## src/design/fpm_consts.svh

```systemverilog
`ifndef FPM_CONSTS_SVH
`define FPM_CONSTS_SVH
// ----------------------------------------------------------------------------
// command codes and mask layout
// ----------------------------------------------------------------------------
`define FPM_CMD_CODE      8'hD2
`define FPM_MASK_RESET    16'h6993
`define FPM_MASK_WRITABLE 16'hE9FF
`define FPM_BIT_NODECAY   15
`define FPM_BIT_SHORTCYC  14
`define FPM_BIT_TONMAX    13
`define FPM_BIT_INTOT     11
`define FPM_BIT_UT        8
`define FPM_BIT_OT        7
`define FPM_BIT_VINOV     4
`define FPM_BIT_IOC       2
`define FPM_BIT_VUV       1
`define FPM_BIT_VOV       0
// ----------------------------------------------------------------------------
// timing
// ----------------------------------------------------------------------------
`define FPM_CLK_HZ        10000000
`define FPM_SHORT_HOLD_MS 120
`define FPM_SHORT_HOLD_CYC ((`FPM_CLK_HZ / 1000) * `FPM_SHORT_HOLD_MS)
`endif

```

## src/design/fpm_pkg.sv

```systemverilog
`default_nettype none
// ----------------------------------------------------------------------------
// shared types
// ----------------------------------------------------------------------------
package fpm_pkg;
  typedef logic [15:0] fpm_mask_t;
  typedef enum logic [1:0] {
    FPM_IDLE   = 2'b00,
    FPM_ASSERT = 2'b01,
    FPM_HOLD   = 2'b11
  } fpm_short_state_t;
endpackage
`default_nettype wire

```

## src/design/fpm_short_cycle.sv

```systemverilog
`include "fpm_consts.svh"
`default_nettype none
// ----------------------------------------------------------------------------
// short command cycle tracker, one per channel
// ----------------------------------------------------------------------------
module fpm_short_cycle #(
  parameter int unsigned HOLD_CYC = `FPM_SHORT_HOLD_CYC
) (
  input  wire logic mclk,
  input  wire logic rst_n,
  input  wire logic cmdOn,
  input  wire logic seqOffDone,
  output logic      active
);
  fpm_pkg::fpm_short_state_t state;
  fpm_pkg::fpm_short_state_t next_state;
  logic [23:0]               cnt;
  logic [23:0]               next_cnt;
  logic                      cmdOnD;
  logic                      next_cmdOnD;
  logic                      rise;

  // next state: on edge while not yet sequenced off, hold until done
  always_comb begin
    rise        = cmdOn & ~cmdOnD;
    next_cmdOnD = cmdOn;
    next_state  = state;
    next_cnt    = cnt;
    case (state)
      fpm_pkg::FPM_IDLE: begin
        if (rise && !seqOffDone) begin
          next_state = fpm_pkg::FPM_ASSERT;
        end
      end
      fpm_pkg::FPM_ASSERT: begin
        if (seqOffDone) begin
          next_state = fpm_pkg::FPM_HOLD;
          next_cnt   = 24'h000000;
        end
      end
      fpm_pkg::FPM_HOLD: begin
        if (cnt >= 24'(HOLD_CYC - 1)) begin
          next_state = fpm_pkg::FPM_IDLE;
        end else begin
          next_cnt = cnt + 24'h000001;
        end
      end
      default: next_state = fpm_pkg::FPM_IDLE;
    endcase
    active = (state != fpm_pkg::FPM_IDLE);
  end

  // registers
  always_ff @(posedge mclk or negedge rst_n) begin
    if (!rst_n) begin
      state  <= fpm_pkg::FPM_IDLE;
      cnt    <= 24'h000000;
      cmdOnD <= 1'b1; // no false rise when already on at reset
    end else begin
      state  <= next_state;
      cnt    <= next_cnt;
      cmdOnD <= next_cmdOnD;
    end
  end
endmodule
`default_nettype wire

```

## src/design/fpm_fault_pin_propagation_mask.sv

```systemverilog
// How it works
// - pin goes low when any enabled fault source of its channel is active.
// - a fault propagates only when its fault response is also enabled.
// - the mask command carries exactly two bytes, one 16-bit word.
// - with config bit 0 clear, restart waits for output decay to 12.5%.
// - mask bit 15 pulls pin low while restart waits for decay.
// - mask bit 14 pulls pin low on off-then-on before sequence-off ends.
// - short-cycle assertion releases 120 ms after the off-sequence completes.
// - mask bit 13 routes turn-on timeout fault to the pin.
// - channel faults go only to that channel's own pin.
// - mask bit 11 routes internal die overtemperature fault to the pin.
// - mask bit 8 routes external undertemperature fault to the pin.
// - mask bit 7 routes external overtemperature fault to the pin.
// - some events are common to both pins; pins can share faults.
// - paged read-write word command 0xD2, default 0x6993.
// - mask bit 4 routes input overvoltage fault to the pin.
// - mask bit 2 routes output overcurrent fault to the pin.
// - mask bit 1 routes output undervoltage fault to the pin.
`include "fpm_consts.svh"
`default_nettype none
module fpm_fault_pin_propagation_mask #(
  parameter int unsigned HOLD_CYC = `FPM_SHORT_HOLD_CYC
) (
  input  wire logic        mclk,
  input  wire logic        rst_n,
  // command port from the management interface decoder
  input  wire logic        cmdWrite,
  input  wire logic        cmdRead,
  input  wire logic [7:0]  cmdCode,
  input  wire logic        cmdPage,
  input  wire logic [1:0]  cmdByteCount,
  input  wire logic [15:0] cmdWrData,
  output logic      [15:0] cmdRdData,
  output logic             cmdRdValid,
  output logic             cmdError,
  // fault sources, index = page, except vinOvFault and internal_die_overtemp_fault, common to both
  input  wire logic [1:0]  voutOvFault,
  input  wire logic [1:0]  voutUvFault,
  input  wire logic [1:0]  ioutOcFault,
  input  wire logic [1:0]  tonMaxFault,
  input  wire logic [1:0]  extOtFault,
  input  wire logic [1:0]  extUtFault,
  input  wire logic        vinOvFault,
  input  wire logic        internal_die_overtemp_fault,
  // fault-response enables and sequencing status, per channel except respVinOv and respIntOt
  input  wire logic [1:0]  respVoutOv,
  input  wire logic [1:0]  respVoutUv,
  input  wire logic [1:0]  respIoutOc,
  input  wire logic [1:0]  respTonMax,
  input  wire logic [1:0]  respExtOt,
  input  wire logic [1:0]  respExtUt,
  input  wire logic        respVinOv,
  input  wire logic        respIntOt,
  input  wire logic [1:0]  chanCfgBit0,
  input  wire logic [1:0]  cmdOn,
  input  wire logic [1:0]  seqOffDone,
  input  wire logic [1:0]  outputDecayed,
  // alarm pins, open drain, plus restart permission
  input  wire logic        first_channel_alarm_pin_in,
  input  wire logic        second_channel_alarm_pin_in,
  output logic             first_channel_alarm_pin_oe,
  output logic             second_channel_alarm_pin_oe,
  output logic             first_channel_alarm_pin_out,
  output logic             second_channel_alarm_pin_out,
  output logic      [1:0]  restartAllowed,
  output logic      [1:0]  sharedFault
);
  fpm_pkg::fpm_mask_t mask [2];
  fpm_pkg::fpm_mask_t next_mask [2];
  logic [15:0] next_cmdRdData;
  logic        next_cmdRdValid;
  logic        next_cmdError;
  logic [1:0]  next_pinOe;
  logic [1:0]  next_restartAllowed;
  logic [1:0]  pinSync1;
  logic [1:0]  pinSync2;
  logic [1:0]  next_sharedFault;
  logic [1:0]  shortActive;
  logic [1:0]  offSeen;
  logic [1:0]  next_offSeen;
  logic        hit;

  // --------------------------------------------------------------------------
  // command register access
  // --------------------------------------------------------------------------
  always_comb begin
    next_mask       = mask;
    next_cmdRdData  = 16'h0000;
    next_cmdRdValid = 1'b0;
    next_cmdError   = 1'b0;
    hit = (cmdCode == `FPM_CMD_CODE);
    if (hit && (cmdWrite || cmdRead)) begin
      if (cmdByteCount != 2'h2) begin
        next_cmdError = 1'b1;
      end else if (cmdWrite) begin
        next_mask[cmdPage] = cmdWrData & `FPM_MASK_WRITABLE;
      end else begin
        next_cmdRdData  = mask[cmdPage];
        next_cmdRdValid = 1'b1;
      end
    end
  end

  // --------------------------------------------------------------------------
  // per-channel pin decision
  // --------------------------------------------------------------------------
  genvar ch;
  generate
    for (ch = 0; ch < 2; ch++) begin : g_chan
      fpm_short_cycle #(
        .HOLD_CYC (HOLD_CYC)
      ) u_short (
        .mclk       (mclk),
        .rst_n      (rst_n),
        .cmdOn      (cmdOn[ch]),
        .seqOffDone (seqOffDone[ch]),
        .active     (shortActive[ch])
      );

      logic waitDecay;
      logic chanOffSeen;
      logic chanRestart;
      logic chanPinOe;
      assign waitDecay = ~chanCfgBit0[ch] & offSeen[ch] & cmdOn[ch]
                         & ~outputDecayed[ch];

      // each bit has one driver, so the channels never share a process
      assign next_offSeen[ch]        = chanOffSeen;
      assign next_restartAllowed[ch] = chanRestart;
      assign next_pinOe[ch]          = chanPinOe;

      always_comb begin
        chanOffSeen = offSeen[ch];
        if (!cmdOn[ch]) begin
          chanOffSeen = 1'b1;
        end else if (outputDecayed[ch]) begin
          // decayed while on: nothing left to wait for
          chanOffSeen = 1'b0;
        end
        chanRestart = ~waitDecay;
        // any enabled source, faults gated by response, own page
        chanPinOe =
          (mask[ch][`FPM_BIT_VOV]   & voutOvFault[ch] & respVoutOv[ch])
          | (mask[ch][`FPM_BIT_VUV] & voutUvFault[ch] & respVoutUv[ch])
          | (mask[ch][`FPM_BIT_IOC] & ioutOcFault[ch] & respIoutOc[ch])
          | (mask[ch][`FPM_BIT_VINOV] & vinOvFault & respVinOv)
          | (mask[ch][`FPM_BIT_OT]  & extOtFault[ch] & respExtOt[ch])
          | (mask[ch][`FPM_BIT_UT]  & extUtFault[ch] & respExtUt[ch])
          | (mask[ch][`FPM_BIT_INTOT] & internal_die_overtemp_fault
             & respIntOt)
          | (mask[ch][`FPM_BIT_TONMAX] & tonMaxFault[ch] & respTonMax[ch])
          | (mask[ch][`FPM_BIT_SHORTCYC] & shortActive[ch])
          | (mask[ch][`FPM_BIT_NODECAY] & waitDecay);
      end
    end
  endgenerate

  // pin level seen by its own channel, synchronised
  always_comb begin
    next_sharedFault = ~pinSync2;
  end

  // --------------------------------------------------------------------------
  // registers
  // --------------------------------------------------------------------------
  always_ff @(posedge mclk or negedge rst_n) begin
    if (!rst_n) begin
      mask[0]        <= `FPM_MASK_RESET;
      mask[1]        <= `FPM_MASK_RESET;
      cmdRdData      <= 16'h0000;
      cmdRdValid     <= 1'b0;
      cmdError       <= 1'b0;
      restartAllowed <= 2'b11;
      offSeen        <= 2'b00;
      pinSync1       <= 2'b11;
      pinSync2       <= 2'b11;
      sharedFault    <= 2'b00;
    end else begin
      mask           <= next_mask;
      cmdRdData      <= next_cmdRdData;
      cmdRdValid     <= next_cmdRdValid;
      cmdError       <= next_cmdError;
      restartAllowed <= next_restartAllowed;
      offSeen        <= next_offSeen;
      pinSync1       <= {second_channel_alarm_pin_in,
                         first_channel_alarm_pin_in};
      pinSync2       <= pinSync1;
      sharedFault    <= next_sharedFault;
    end
  end

  // open drain: out constant low, enable from flop
  always_ff @(posedge mclk or negedge rst_n) begin
    if (!rst_n) begin
      first_channel_alarm_pin_oe   <= 1'b0;
      second_channel_alarm_pin_oe  <= 1'b0;
      first_channel_alarm_pin_out  <= 1'b0;
      second_channel_alarm_pin_out <= 1'b0;
    end else begin
      first_channel_alarm_pin_oe   <= next_pinOe[0];
      second_channel_alarm_pin_oe  <= next_pinOe[1];
      first_channel_alarm_pin_out  <= 1'b0;
      second_channel_alarm_pin_out <= 1'b0;
    end
  end
endmodule
`default_nettype wire

```

## config.mk

```make
export PLATFORM = sky130hd
export DESIGN_NAME = fpm_fault_pin_propagation_mask
export DESIGN_NICKNAME = d
export VERILOG_FILES = /design/src/design/fpm_pkg.sv /design/src/design/fpm_short_cycle.sv /design/src/design/fpm_fault_pin_propagation_mask.sv
export VERILOG_INCLUDE_DIRS = /design/src /design/src/design
export SDC_FILE = /design/constraint.sdc
export NUM_CORES = 1
export LEC_CHECK = 0
export BUFFER_PORTS_ARGS = -buffer_cell sky130_fd_sc_hd__buf_2
export CAP_MARGIN = 25
export CORE_UTILIZATION = 45
export CTS_CLUSTER_SIZE = 10
export DETAILED_ROUTE_END_ITERATION = 16
export PLACE_DENSITY = 0.75
export SETUP_SLACK_MARGIN = 0.4
export SLEW_MARGIN = 5
export SYNTH_ARGS = -nofsm -noshare
export SYNTH_HDL_FRONTEND = slang
export SYNTH_HIERARCHICAL = 1
export SYNTH_SLANG_ARGS = --single-unit
```

## constraint.sdc

```tcl
create_clock -name mclk -period 1.9 [get_ports mclk]
set_clock_uncertainty 0.2 [all_clocks]
set_input_delay 0.095 -clock mclk [delete_from_list [all_inputs] [get_ports mclk]]
set_output_delay 0.095 -clock mclk [all_outputs]
set_load 0.05 [all_outputs]
```

==> flow_metrics.tcl <==
set metrics [dict create \
    grt_overflow 0 \
    rsz0062_at_grt "yes" \
    synth-async-reset-ratio_pct 100.0 \
    avgSynthCellArea_um2 10.97 \
    stdcell_count 874 \
    powerDensity_mw_per_mm2 720.2 \
    design_area_mm2 0.008290 \
    max_slew.worst_pin.slew_ns 0.5100 \
    grtUsageMet1_pct 31.50 \
    fin_nets 797 \
    synth_flop_cell "dfrtp_1" \
    placedCellCount 762 \
    num_io_pins 95 \
    portBuffers 86 \
    yosys.cell_types.count 49 \
    power_leakage_uw 0.003748 \
    cts_tree "built" \
    dr.pass1.iters 5 \
    slowest_delay_ns 0.55 \
    wl_per_cell_um 22.05 \
    ys_warn_count 6 \
    crit_arrival_ns 2.32 \
    met2_usage_pct 56.24 \
    setup_viol 38 \
    cts_max_path_buffers 2 \
    slew_violations 0 \
    core_mm2 0.01098 \
    finalHoldViolations 0 \
    wl_um 19270 \
    worstSetupPathType "reg -> reg" \
    r2r-end "g_chan[0].u_short/cnt[10]" \
    grt_pass1_wl_um 27740 \
    drive_gt1_share_pct 51.98 \
    row_count 38 \
    rr_worst_depth 5 \
    numCtsBuffers 9 \
    syn_inst 470 \
    violations "setup timing" \
    area_delta_synth_final_pct 60.75 \
    path_max_fanout 6 \
    grt_pass1_vias 5511 \
    antenna_found_initial 2 \
    critPathRequiredTime_ns 1.98 \
    relSlewSlack_pct 66.00 \
    fin_crit_sh_pct 117.9 \
    drt-initial-drc-count 350 \
    worst_slack_ns -0.3396 \
    clock_sinks 107 \
    insertion_delay_ns 0.36 \
    clkTransAtPathRegs_ns 0.07 \
    cpLargestDelayFamily "simple AND/OR/NAND/NOR gates" \
    die_h_um 109.1 \
    vdd_ir_drop_max_uv 912.7 \
    cpMostUsedCell "a21oi_2" \
    start_kind "flip-flop" \
    top_usage_layer "met2" \
    viasPerCell 6.042 \
    synth-xor-area-share_pct 2.377 \
    status "finished, violations left" \
    ant_nets 0 \
    cpMaxStageDelayCell "or4_1" \
    ys_seq_elements 107 \
    grt_use_total_pct 31.25 \
    root_buffer "clkbuf_16" \
    min_path_type "in -> async" \
    fill_cells 595 \
    ff_latch_area_mm2 0.002711 \
    synth_top_family_by_area "simple AND/OR/NAND/NOR gates" \
    yosysSeqAreaShare_pct 52.50 \
    synth_fa_ha_area_share_pct 0.4852 \
    synth-compound-area-share_pct 6.308 \
    gp_congestion 0.8956 \
    hpwl_um 9568 \
    reg2reg_from "g_chan[0].u_short/cnt[12]" \
    route.detailed.drc 0 \
    crit_buf_inv 0 \
    gr-usage-met3_pct 7.352 \
    clock.fmax_mhz 446.5 \
    cap_violations 0 \
    netlist_area_mm2 0.005157 \
    path_cells "o21ai_0, a21oi_2, or4_1, or3_1, a21oi_2" \
    htreeDepth 3 \
    vias 5281 \
    start_util_pct 46.96 \
    synth-edff-count 0 \
    post_dp_cell_area_mm2 0.006482 \
    die_x_um 109.1 \
    die-area_mm2 0.01189 \
    post-route-min-period_ns 2.240 \
    multi_input_area_mm2 0.002970 \
    grt_max_degree 35 \
    muxShareOfSynthArea_pct 10.14 \
    synth_simple_gate_area_share_pct 24.36 \
    cp-end-kind "flip-flop" \
    r2r_setup_slack_ns -0.34 \
]
cells in the final DEF (no fill, tap or decap), types with 4 or more instances in the layout:
cell type,instances
xor2_1,5
nor2_1,36
or4_4,11
mux2_1,6
dlygate4sd3_1,57
dfrtp_1,80
nand4_1,17
o21ai_1,4
o31ai_2,4
mux2i_1,23
dfstp_2,24
conb_1,5
a21oi_2,12
buf_12,5
or2_4,8
nor3_4,5
buf_4,81
or3_1,4
nand2b_1,6
clkbuf_16,9
and2_1,8
buf_6,31
nand3_1,30
nand2_4,5
xnor2_1,8
o21ai_0,6
nor4_4,15
or3_4,8
nand2_1,23
inv_1,13
nand3_2,8
o31ai_4,5
buf_2,85
mux2_4,4
mux2_2,16
worst register-to-register path, cell delays in order, from the launching register on:
cell and delay [ns]:
dfrtp_2 0.47, o21ai_0 0.30, a21oi_2 0.16, or4_1 0.55, or3_1 0.34, a21oi_2 0.14
sequential cells by signal, indices dropped and copies added, names as in the netlist, 2 cells and up:
register               flops
g_chan.u_short/cnt        48
mask                      26
cmdRdData                 13
g_chan.u_short/state       4
g_chan.u_short/cmdOnD      2
offSeen                    2
pinSync1                   2
pinSync2                   2
restartAllowed             2
sharedFault                2
worst max path at each step:
stage,cells after the start,slack [ns],start,end
2_1_floorplan,5,-0.14,g_chan[0].u_short/cnt[16],g_chan[0].u_short/cnt[10]
3_3_place_gp,5,-0.21,g_chan[0].u_short/cnt[21],g_chan[0].u_short/cnt[4]
3_5_place_dp,5,-0.31,g_chan[1].u_short/cnt[19],g_chan[1].u_short/cnt[8]
4_1_cts,5,-0.25,g_chan[1].u_short/cnt[16],g_chan[1].u_short/cnt[0]
5_1_grt,5,-0.45,g_chan[0].u_short/cnt[16],g_chan[0].u_short/cnt[10]
6_report,5,-0.34,g_chan[0].u_short/cnt[12],g_chan[0].u_short/cnt[10]
timing repair:
action | 4_1_cts | 5_1_grt
pin swaps | 33 | 38
cloned | 2 | 0
hold buffers | 57 | 0
hold endpoints to repair | 128 | 0
resized for setup | 73 | 65
setup buffers | 23 | 11
setup endpoints to repair | 48 | 54
report_power, final:
part	total (µW)	internal, µW	leakage [µW]	switching, µW
sequential	2460	2390	0.00138	72.9
combinational	1540	693	0.00222	850
clock	1970	1050	0.000142	921
cells in the mapped netlist (13+ instances only):
cell / instances / area share (%)
mux2i_1: 23 / 4.5
dfrtp_1: 83 / 40
inv_1: 13 / 0.95
mux2_2: 16 / 3.5
nand3_1: 38 / 3.7
nand2_1: 29 / 2.1
dfstp_2: 24 / 12
nor2_1: 40 / 2.9
nand4_1: 17 / 2.1
cells by family (layout without fill, tap and decap cells):
kind of cell / after synthesis / in the layout
mux: 49 / 49
simple gates: 213 / 215
xor+xnor: 14 / 14
fa+ha+maj: 2 / 2
buf+inv: 34 / 289
compound gates: 50 / 50
flops: 107 / 107
other cells: 1 / 8
metrics by stage:
step           setup WS [ns]  hold slack (ns)  power, µW  util (%)  setup TNS [ns]
2_1_floorplan        -0.1386          -0.4006       3010         -          -1.670
3_3_place_gp         -0.2120          -0.1093       3435     59.02          -4.399
3_5_place_dp         -0.3095          -0.1076       3472     59.02          -5.876
4_1_cts              -0.2533          0.05210       5712     71.59          -4.813
5_1_grt              -0.4472          0.07544       6186     75.48          -9.906
6_report             -0.3396          0.03831       5971     75.48          -7.402
cell type report:
cell class	count	share of cell area, %
Multi-Input combinational cell	335	35.83
Sequential cell	107	32.70
Clock buffer	9	2.717
Antenna cell	3	0.09055
Inverter	13	0.5886
Clock inverter	7	1.011
Timing Repair Buffer	260	24.95
Tap cell	140	2.113
per-layer routing:
metal	vias to the layer above	routed length [µm]
met5	-	0
met4	0	1574
met3	133	1227
met2	318	10030
met1	2611	6433
li1	2219	-
Note: power is estimated with default switching activity, not from simulation.
